### config.mk
export PLATFORM = sky130hd
export DESIGN_NAME = fsi_top
export DESIGN_NICKNAME = d
export VERILOG_FILES = /design/src/rtl/unused_placeholder_removed.v /design/src/rtl/fsi_good_filter.v /design/src/rtl/fsi_top.v
export VERILOG_INCLUDE_DIRS = /design/src /design/src/rtl
export SDC_FILE = /design/constraint.sdc
export NUM_CORES = 1
export LEC_CHECK = 0
export ABC_AREA = 1
export BUFFER_PORTS_ARGS = -buffer_cell sky130_fd_sc_hd__buf_2
export CAP_MARGIN = 25
export CORE_UTILIZATION = 55
export DETAILED_ROUTE_END_ITERATION = 10
export PLACE_DENSITY = 0.73
export SYNTH_ARGS = -nofsm -noshare
export SYNTH_HDL_FRONTEND = slang
export SYNTH_SLANG_ARGS = --single-unit
### constraint.sdc
create_clock -name sys_clk -period 4 [get_ports sys_clk]
set_input_delay 0.4 -clock sys_clk [delete_from_list [all_inputs] [get_ports sys_clk]]
set_output_delay 0.4 -clock sys_clk [all_outputs]
set_load 0.005 [all_outputs]
### src/rtl/fsi_consts.vh
// constants for the fault status and interrupt block
`ifndef FSI_CONSTS_VH
`define FSI_CONSTS_VH
`define FSI_OFS_THRESHOLD_CONFIG       8'h09
`define FSI_OFS_LATCHED      8'h0C
`define FSI_OFS_EVENT        8'h0E
`define FSI_OFS_ENABLE       8'h0F
`define FSI_BIT_EV_TEMP      5
`define FSI_BIT_EV_SUPPLY    4
`define FSI_BIT_THERMAL_OFF  4
`define FSI_RST_EVENT        6'h00
`define FSI_RST_ENABLE       6'h00
`define FSI_RST_THRESHOLD_CONFIG       6'h00
`define FSI_SLAVE_ADDR       7'h48
`define FSI_SLAVE_ADDR_ALT   7'h49
`define FSI_GENERAL_CALL     7'h00
`define FSI_SUPPLY_STEPS     15
`define FSI_SUPPLY_SEL_MAX   4'hE
`define FSI_TEMP_SEL_MAX     2'h2
`define FSI_CLK_KHZ          20000
`define FSI_SCL_MAX_KHZ      400
`define FSI_PG_DELAY_NS      50000
`endif

### src/rtl/unused_placeholder_removed.v
// empty

### src/rtl/fsi_good_filter.v
// power-good deglitch filter for one channel
`timescale 1ns/1ps
`include "fsi_consts.vh"
module fsi_good_filter #(
  parameter DELAY_CYC = 1000,
  parameter CW        = 11
) (
  input  wire sys_clk,
  input  wire arst_n,
  input  wire raw_good,
  output reg  good_q
);
  reg [CW-1:0] cnt_q;

  always @(posedge sys_clk or negedge arst_n) begin
    if (!arst_n) begin
      cnt_q  <= {CW{1'b0}};
      good_q <= 1'b0;
    end else if (raw_good) begin
      cnt_q  <= {CW{1'b0}};
      good_q <= 1'b1;
    end else if (cnt_q == DELAY_CYC[CW-1:0]) begin
      good_q <= 1'b0;
    end else begin
      cnt_q <= cnt_q + {{(CW-1){1'b0}}, 1'b1};
    end
  end
endmodule

### src/rtl/fsi_top.v
// fault status, alert and serial register port of the power device
`timescale 1ns/1ps
`include "fsi_consts.vh"
module fsi_top #(
  parameter ALT_ADDR = `FSI_SLAVE_ADDR_ALT
) (
  input  wire        sys_clk,
  input  wire        arst_n,
  input  wire        scl_in,
  input  wire        sda_in,
  output reg         sda_out_q,
  output reg         sda_oe_n_q,
  output reg         alert_out_q,
  output reg         alert_oe_n_q,
  input  wire        slave_addr_select,
  input  wire [3:0]  channel_enable_in,
  input  wire [3:0]  channel_output_good,
  input  wire [2:0]  temp_above_level,
  input  wire [14:0] first_channel_supply_low,
  input  wire        thermal_hot_in,
  output reg  [3:0]  channel_run_q,
  output reg  [3:0]  soft_start_q,
  output reg         thermal_off_q
);
  localparam NIN = 30;
  localparam PG_CYC = (`FSI_PG_DELAY_NS * `FSI_CLK_KHZ + 999999) / 1000000;
  localparam S_IDLE = 4'h0;
  localparam S_ADDR = 4'h1;
  localparam S_AACK = 4'h2;
  localparam S_SUB  = 4'h3;
  localparam S_SACK = 4'h4;
  localparam S_WDAT = 4'h5;
  localparam S_WACK = 4'h6;
  localparam S_RDAT = 4'h7;
  localparam S_RACK = 4'h8;

  // two-stage synchronisers for every pin input
  wire [NIN-1:0] raw_in = {scl_in, sda_in, slave_addr_select, channel_enable_in,
                           channel_output_good, temp_above_level,
                           first_channel_supply_low, thermal_hot_in};
  reg  [NIN-1:0] meta_q;
  reg  [NIN-1:0] sync_q;
  always @(posedge sys_clk or negedge arst_n) begin
    if (!arst_n) begin
      // serial lines idle high; a low reset value would fake an edge
      meta_q <= {2'b11, {(NIN-2){1'b0}}};
      sync_q <= {2'b11, {(NIN-2){1'b0}}};
    end else begin
      meta_q <= raw_in;
      sync_q <= meta_q;
    end
  end
  wire        scl_s     = sync_q[29];
  wire        sda_s     = sync_q[28];
  wire        asel_s    = sync_q[27];
  wire [3:0]  en_s      = sync_q[26:23];
  wire [3:0]  pg_raw_s  = sync_q[22:19];
  wire [2:0]  temp_s    = sync_q[18:16];
  wire [14:0] supply_s  = sync_q[15:1];
  wire        hot_s     = sync_q[0];

  reg scl_d1_q;
  reg sda_d1_q;
  always @(posedge sys_clk or negedge arst_n) begin
    if (!arst_n) begin
      scl_d1_q <= 1'b1;
      sda_d1_q <= 1'b1;
    end else begin
      scl_d1_q <= scl_s;
      sda_d1_q <= sda_s;
    end
  end
  wire scl_rise = scl_s & ~scl_d1_q;
  wire scl_fall = ~scl_s & scl_d1_q;
  wire bus_start = scl_s & scl_d1_q & sda_d1_q & ~sda_s;
  wire bus_stop  = scl_s & scl_d1_q & ~sda_d1_q & sda_s;

  wire [3:0] pg_good;
  genvar gi;
  generate
    for (gi = 0; gi < 4; gi = gi + 1) begin : g_pg
      fsi_good_filter #(.DELAY_CYC(PG_CYC), .CW(11)) u_flt (
        .sys_clk  (sys_clk),
        .arst_n   (arst_n),
        .raw_good (pg_raw_s[gi]),
        .good_q   (pg_good[gi])
      );
    end
  endgenerate

  reg  [5:0] event_q;
  reg  [5:0] enable_q;
  reg  [5:0] threshold_config_q;
  reg        thermal_latched_q;
  reg  [3:0] pg_prev_q;
  reg        hot_prev_q;
  reg        wr_stb;
  reg  [7:0] wr_addr;
  reg  [7:0] wr_data;

  function [7:0] reg_read;
    input [7:0] a;
    begin
      case (a)
        `FSI_OFS_THRESHOLD_CONFIG:  reg_read = {2'h0, threshold_config_q};
        `FSI_OFS_LATCHED: reg_read = {3'h0, thermal_latched_q, 4'h0};
        `FSI_OFS_EVENT:   reg_read = {2'h0, event_q};
        `FSI_OFS_ENABLE:  reg_read = {2'h0, enable_q};
        default:          reg_read = 8'h00;
      endcase
    end
  endfunction

  // threshold select, clamped to valid settings
  wire [1:0] temp_sel = (threshold_config_q[5:4] > `FSI_TEMP_SEL_MAX) ? `FSI_TEMP_SEL_MAX
                                                             : threshold_config_q[5:4];
  wire [3:0] sup_sel  = (threshold_config_q[3:0] > `FSI_SUPPLY_SEL_MAX) ? `FSI_SUPPLY_SEL_MAX
                                                               : threshold_config_q[3:0];
  wire [5:0] ev_set;
  assign ev_set[`FSI_BIT_EV_TEMP]   = temp_s[temp_sel];
  assign ev_set[`FSI_BIT_EV_SUPPLY] = supply_s[sup_sel];
  assign ev_set[3:0]                = pg_prev_q & ~pg_good;

  wire       all_off = ~|en_s;
  wire [5:0] ev_wclr = (wr_stb && wr_addr == `FSI_OFS_EVENT) ? wr_data[5:0] : 6'h00;
  wire [5:0] event_d = (event_q & ~ev_wclr & ~{6{all_off}}) | ev_set;
  wire       lat_wclr = wr_stb && wr_addr == `FSI_OFS_LATCHED &&
                        wr_data[`FSI_BIT_THERMAL_OFF];
  wire       thermal_latched_d = (thermal_latched_q & ~lat_wclr) | hot_s;

  always @(posedge sys_clk or negedge arst_n) begin
    if (!arst_n) begin
      event_q           <= `FSI_RST_EVENT;
      enable_q          <= `FSI_RST_ENABLE;
      threshold_config_q          <= `FSI_RST_THRESHOLD_CONFIG;
      thermal_latched_q <= 1'b0;
      pg_prev_q         <= 4'h0;
      hot_prev_q        <= 1'b0;
      alert_out_q       <= 1'b0;
      alert_oe_n_q      <= 1'b1;
      channel_run_q     <= 4'h0;
      soft_start_q      <= 4'h0;
      thermal_off_q     <= 1'b0;
    end else begin
      event_q           <= event_d;
      thermal_latched_q <= thermal_latched_d;
      pg_prev_q         <= pg_good;
      hot_prev_q        <= hot_s;
      if (wr_stb && wr_addr == `FSI_OFS_ENABLE) begin
        enable_q <= wr_data[5:0];
      end
      if (wr_stb && wr_addr == `FSI_OFS_THRESHOLD_CONFIG) begin
        threshold_config_q <= wr_data[5:0];
      end
      alert_out_q <= 1'b0;
      alert_oe_n_q <= ~|(event_q & enable_q);
      thermal_off_q <= hot_s;
      channel_run_q <= hot_s ? 4'h0 : en_s;
      soft_start_q <= (hot_prev_q & ~hot_s) ? en_s : 4'h0;
    end
  end

  // oversampled serial clock
  // serial slave; 20 MHz sampling gives wide margin for the 400 kHz bus
  reg [3:0] state_q;
  reg [3:0] bitcnt_q;
  reg [7:0] shift_q;
  reg [7:0] tx_q;
  reg [7:0] ptr_q;
  reg       rw_q;
  reg       mack_q;
  wire [6:0] my_addr = asel_s ? ALT_ADDR[6:0] : `FSI_SLAVE_ADDR;

  always @(posedge sys_clk or negedge arst_n) begin
    if (!arst_n) begin
      state_q    <= S_IDLE;
      bitcnt_q   <= 4'h0;
      shift_q    <= 8'h00;
      tx_q       <= 8'h00;
      ptr_q      <= 8'h00;
      rw_q       <= 1'b0;
      mack_q     <= 1'b1;
      sda_out_q  <= 1'b0;
      sda_oe_n_q <= 1'b1;
      wr_stb     <= 1'b0;
      wr_addr    <= 8'h00;
      wr_data    <= 8'h00;
    end else begin
      wr_stb    <= 1'b0;
      sda_out_q <= 1'b0;
      if (bus_stop) begin
        state_q    <= S_IDLE;
        sda_oe_n_q <= 1'b1;
      end else if (bus_start) begin
        // a repeated start stays with the master holding the bus
        state_q    <= S_ADDR;
        bitcnt_q   <= 4'h0;
        sda_oe_n_q <= 1'b1;
      end else if (scl_rise) begin
        case (state_q)
          S_ADDR, S_SUB, S_WDAT: begin
            shift_q  <= {shift_q[6:0], sda_s};
            bitcnt_q <= bitcnt_q + 4'h1;
          end
          S_RDAT: begin
            bitcnt_q <= bitcnt_q + 4'h1;
          end
          S_RACK: begin
            mack_q <= sda_s;
          end
          default: begin
          end
        endcase
      end else if (scl_fall) begin
        case (state_q)
          S_ADDR: begin
            if (bitcnt_q == 4'h8) begin
              if (shift_q[7:1] == my_addr && shift_q[7:1] != `FSI_GENERAL_CALL) begin
                rw_q       <= shift_q[0];
                sda_oe_n_q <= 1'b0;
                state_q    <= S_AACK;
              end else begin
                state_q <= S_IDLE;
              end
            end
          end
          S_AACK: begin
            bitcnt_q <= 4'h0;
            if (rw_q) begin
              tx_q       <= reg_read(ptr_q);
              sda_oe_n_q <= |(reg_read(ptr_q) & 8'h80);
              state_q    <= S_RDAT;
            end else begin
              sda_oe_n_q <= 1'b1;
              state_q    <= S_SUB;
            end
          end
          S_SUB: begin
            if (bitcnt_q == 4'h8) begin
              ptr_q      <= shift_q;
              sda_oe_n_q <= 1'b0;
              state_q    <= S_SACK;
            end
          end
          S_SACK, S_WACK: begin
            if (state_q == S_WACK) begin
              ptr_q <= ptr_q + 8'h01;
            end
            sda_oe_n_q <= 1'b1;
            bitcnt_q   <= 4'h0;
            state_q    <= S_WDAT;
          end
          S_WDAT: begin
            if (bitcnt_q == 4'h8) begin
              wr_stb     <= 1'b1;
              wr_addr    <= ptr_q;
              wr_data    <= shift_q;
              sda_oe_n_q <= 1'b0;
              state_q    <= S_WACK;
            end
          end
          S_RDAT: begin
            if (bitcnt_q == 4'h8) begin
              sda_oe_n_q <= 1'b1;
              state_q    <= S_RACK;
            end else begin
              tx_q       <= {tx_q[6:0], 1'b0};
              sda_oe_n_q <= tx_q[6];
            end
          end
          S_RACK: begin
            bitcnt_q <= 4'h0;
            // read held until master ends it
            if (!mack_q) begin
              tx_q       <= reg_read(ptr_q + 8'h01);
              sda_oe_n_q <= |(reg_read(ptr_q + 8'h01) & 8'h80);
              ptr_q      <= ptr_q + 8'h01;
              state_q    <= S_RDAT;
            end else begin
              sda_oe_n_q <= 1'b1;
              state_q    <= S_IDLE;
            end
          end
          default: begin
            sda_oe_n_q <= 1'b1;
          end
        endcase
      end
    end
  end
endmodule

Word-level counts from Yosys, hierarchy flattened:

Cells that the tools add are included.

* input port bits: 32
* bits in registers: 192
* output and inout port bits: 13
* word-level logic and storage cells: 217

* multiplexer cells: 70
* $lt $le $gt $ge: 4
* reductions and logical operators: 35
* $add $sub $neg: 6
* equality and inequality tests: 43
* bitwise logic cells: 27

Operators with widths (number)
* == test 8 x 4 -> 1 bit (second input constant): 12
* two-way mux 11 bit: 8
* two-way mux 4 bit: 16
* one-hot mux 6 bit (4 select lines): 2
* adder 11 x 1 -> 11 bit (second input constant): 4
* == test 11 x 10 -> 1 bit (second input constant): 4
* one-hot mux 4 bit (7 select lines): 1
* two-way mux 1 bit: 27
* two-way mux 8 bit: 3
* one-hot mux 8 bit (3 select lines): 1
* two-way mux 7 bit: 3
* one-hot mux 7 bit (3 select lines): 1
* != test 4 bit (second input constant): 5
* bitwise AND 6 bit: 3
* != test 2 bit (second input constant): 9
* == test 4 x 3 -> 1 bit (second input constant): 4
* AND reduction 8 bit: 2
* nonzero test 3 bit: 5
* AND reduction 7 bit: 2
* inverter 6 bit: 2
* AND reduction 4 bit: 3
* OR reduction 4 bit: 3
* bitwise AND 1 bit: 9
* inverter 1 bit: 9
* other kinds (33): 47

Depth between registers and ports, before layout:

* depth after elaboration: 10
* depth in mapped cells: 14
* mapped depth without buffers: 13

Hierarchy:

A second synthesis with hierarchy kept.

* cells, all modules: 989
* area, all modules: 8788.4 um2

By module, submodules not included
* fsi_top: cells an instance 645, area each 6035.8 um2, instances 1
* fsi_good_filter: cells an instance 86, area each 688.2 um2, instances 4

Least setup slack after synthesis:

OpenSTA, ideal clock, no wires.

* path kind: reg-to-reg
* start point: register ptr_q[0]
* end point: register tx_q[4]
* stages on the path, launching flop included: 11
* path buffers: 0
* library setup time: 0.077 ns
* required time: 3.923 ns
* setup slack: 2.201 ns
* data arrival time: 1.721 ns
* cells stage by stage: dfrtp_1 ha_1 inv_1 nand2_1 nand2_1 nand3_2 nor2_1 o21ai_2 a21oi_4 nand2_1 a21oi_1

* word-level cells in the longest chain between the ends: 5

RTL lines
* from (decl): RTL line fsi_top.v:169 `reg [7:0] ptr_q;`
* from (signal assigned): RTL line fsi_top.v:240 `ptr_q <= shift_q;`
* from (signal assigned): RTL line fsi_top.v:247 `ptr_q <= ptr_q + 8'h01;`
* from (signal assigned): RTL line fsi_top.v:277 `ptr_q <= ptr_q + 8'h01;`
* adder 8 x 1 -> 8 bit: RTL line fsi_top.v:275 `tx_q <= reg_read(ptr_q + 8'h01);`
* == test 8 x 4 -> 1 bit: RTL line fsi_top.v:104 `case (a)`
* one-hot mux 6 bit (4 select lines): RTL line fsi_top.v:104
* two-way mux 7 bit: RTL line fsi_top.v:274 `if (!mack_q) begin`
* one-hot mux 7 bit (3 select lines) *: RTL line fsi_top.v:215 `case (state_q)`
* to (signal assigned): RTL line fsi_top.v:230 `tx_q <= reg_read(ptr_q);`
* to (signal assigned): RTL line fsi_top.v:267 `tx_q <= {tx_q[6:0], 1'b0};`
* to (signal assigned): RTL line fsi_top.v:275
* to (decl): RTL line fsi_top.v:168 `reg [7:0] tx_q;`

Every way passes the cells marked *; elsewhere a longest branch is shown, timed or not. The select of a mux whose other input is x is not followed.
A chain may end at the register's enable or synchronous reset.

Worst setup path in the final report:

* start point: register ptr_q[1]
* end point: register tx_q[5]

The elaborated chain is that of the path after synthesis.

==> flow_summary.yaml <==
run_status:
  status: "completed"
critical_path:
  r2r_end: "tx_q[5]"
  reg2reg_slack_ps: 1470
  endpoint: "tx_q[5]"
  worstRegToRegCells: 11
  cp_max_fo: 20
  crit_path_end_kind: "flop"
  worstSetupStartpoint: "ptr_q[1]"
  worstPathArrival_ps: 2880
  path_class: "flop to flop"
  start_kind: "flop"
  crit-reg2reg-launch: "ptr_q[1]"
  crit_required_ps: 4350
placed_design:
  port_buffers: 42
  hpwlAfterDp_um: 11300
  pre_cts_slack_ps: 1510
  place.gp.congestion: 0.920
floorplanning:
  core_area_sq_um: 15100
  die_h_um: 126
  num_rows: 45
  start_util_pct: 56.2
  io-pin-count: 45
  fp.dieW_um: 126
  dieArea_sq_um: 16000
synth:
  synth_top_area_cell: "dfrtp_1"
  synth_top_area_share_pct: 53.8
  syn_avg_cell_area_sq_um: 9.07
  synth-edff-count: 0
  synth_most_common_cell: "nand2_1"
  ys_warn_count: 0
  synth_area_sq_um: 8520
  yosys-top-cells-area: "dfrtp_1, nand2_1, inv_1"
  ys_types: 49
  synth_commonest_cells: "nand2_1, dfrtp_1, inv_1"
  seq_area_frac_synth_pct: 56.5
  synth_ff_type: "dfrtp_1"
  ys_seq_elements: 192
  postSynthCellCount: 939
  async_flop_share_pct: 100
cts:
  cts_buffers: 17
  cts_tree: "yes"
  clock_path_buffers: 2
  clock-root-buffer: "clkbuf_16"
  clkLatencyLatePin_ps: 440
  htree_levels: 4
  clk_pin_slew_ps: 70
  numClockSinks: 192
  post_cts_buffers: 0
  cts-hold-fix-buffers: 0
  cts-resized-gates: 0
global_route:
  grt-ovfl-total: 0
  grt_pass1_wl_um: 28100
  met1_usage_pct: 29.0
  grt_pass1_vias: 6192
  antenna_found_initial: 0
  busiest_layer: "met2"
  use_met3_pct: 5.44
  grt_max_degree: 126
  grt_usage_pct: 22.3
  grt_use_met2_pct: 36.4
route:
  vias_per_cell: 5.32
  dr.pass1.iters: 7
  wl_per_cell_um: 13.7
  ant_nets: 0
  wl_um: 16300
  drt_iter0_drc: 467
  drc: 0
  route.vias.total: 6318
timing:
  rsz0062_at_grt: "no"
  finClkSkew_ps: 16.5
  finalHoldViolations: 0
  fin_ws_ps: 1470
  fin_setup_tns_ps: 0
  setup-violations-final: 0
  layout_min_cycle_time_ps: 2530
  slew_viol_final: 0
  slew_headroom_pct: 42.9
  worstMarginPinSlew_ps: 854
  timing.fmax_mhz: 395
  fin_crit_sh_pct: 63.3
run:
  maxCapViolCount: 0
power:
  swShare_pct: 32.1
  total_leakage_power_nw: 4.42
  p_sw_w: 0.00156
  power_frac_comb_pct: 19.1
  ir_drop_uv: 392
  power_density_nw_per_um2: 512
  p_int_w: 0.00331
  pwr-share-clk_pct: 35.0
  seqPwrFrac_pct: 45.9
final_layout:
  fillers: 1286
  nets: 1037
  drive_gt1_share_pct: 11.8
  area_delta_synth_final_pct: 11.7
  antenna_cells: 0
min_path:
  min_path_type: "primary input to flop"
-- cells in the final DEF (no fill, tap or decap), types with 9 or more instances in the layout --
cell and count:
dfstp_2 9, inv_1 115, o21ai_1 10, o21ai_0 80, a21oi_1 37, nand4_1 12
buf_2 41, clkbuf_16 17, ha_1 18, nor3_1 27, nor2_1 89, dfrtp_1 183
nand3_1 69, o211ai_1 13, nand2_1 185
-- power groups by stage --
stage / clock, W / combinational (W) / sequential, W
finish: 0.00170 / 0.000930 / 0.00224
floorplan: 0 / 0.000751 / 0.00223
detailed placement: 0 / 0.000923 / 0.00227
CTS: 0.00175 / 0.000929 / 0.00224
global route: 0.00183 / 0.00105 / 0.00226
global placement: 0 / 0.000906 / 0.00227
-- routing by layer --
| layer | share of wire [%] | vias up |
|---|---|---|
| met5 | 0 | - |
| met4 | 2.0 | 0 |
| met3 | 4.5 | 33 |
| met2 | 48 | 157 |
| met1 | 46 | 2963 |
| li1 | - | 3165 |
-- flip-flops by register name, summed over array words and instances (netlist names), 4 cells and up --
name	cells
pg_prev_q	4
meta_q	30
enable_q	6
shift_q	8
bitcnt_q	4
wr_data	6
state_q	4
threshold_config_q	6
ptr_q	8
g_pg.u_flt.good_q	4
channel_run_q	4
sync_q	30
g_pg.u_flt.cnt_q	44
tx_q	7
event_q	6
soft_start_q	4
wr_addr	8
-- worst min path at each step --
stage / startpoint / cells after the start / slack [ps] / end
3_5_place_dp: meta_q[0] / 0 / 330 / sync_q[0]
4_1_cts: sda_in / 1 / 40 / meta_q[28]
5_1_grt: scl_in / 1 / 30 / meta_q[29]
2_1_floorplan: arst_n / 0 / 100 / bitcnt_q[0]
3_3_place_gp: meta_q[26] / 0 / 330 / sync_q[26]
6_report: sda_in / 1 / 60 / meta_q[28]
-- through the flow --
| stage | instances | total power, W | hold WS (ps) | util (%) | instance area [sq um] |
|---|---|---|---|---|---|
| 6_report | 1188 | 0.00487 | 57.7 | 62.8 | 9520 |
| 5_1_grt | 1188 | 0.00514 | 32.6 | 62.8 | 9520 |
| 4_1_cts | 1186 | 0.00491 | 41.1 | 62.6 | 9480 |
| 3_5_place_dp | 1154 | 0.00319 | 335 | 58.6 | 8880 |
| 3_3_place_gp | 1154 | 0.00317 | 332 | 58.6 | 8880 |
| 2_1_floorplan | 940 | 0.00298 | 104 | - | 8520 |
-- final cells by class --
cell class | instances | area (sq um) | area share [%]
clock buffer | 18 | 439 | 4.61
clock inverter | 14 | 165 | 1.74
inverter | 120 | 458 | 4.81
multi-input combinational | 611 | 3130 | 32.9
sequential | 192 | 4820 | 50.6
tap | 188 | 235 | 2.47
timing repair buffer | 45 | 277 | 2.91
-- worst max-delay path: stages (launching register included) --
cell     delay (ps)
dfrtp_1         450
ha_1            280
inv_1            90
nor2_2          130
nand3_1          70
nand2_1          70
nand2_1          50
nor2_2          560
o21ai_1         240
a21oi_4         270
nand2_1          70
a21oi_1         150
-- kinds of logic after synthesis --
logic type	Yosys count	share of synthesized area, %
AND/OR/NAND/NOR	417	22.0
flip-flops	192	56.5
AO/OA/AOI/OAI	163	10.9
buffers and inverters	137	6.80
adder cells (fa/ha/maj)	18	2.64
XOR/XNOR	10	1.03
other	1	0.0440
multiplexers	1	0.117
(Power assumes the default switching activity.)
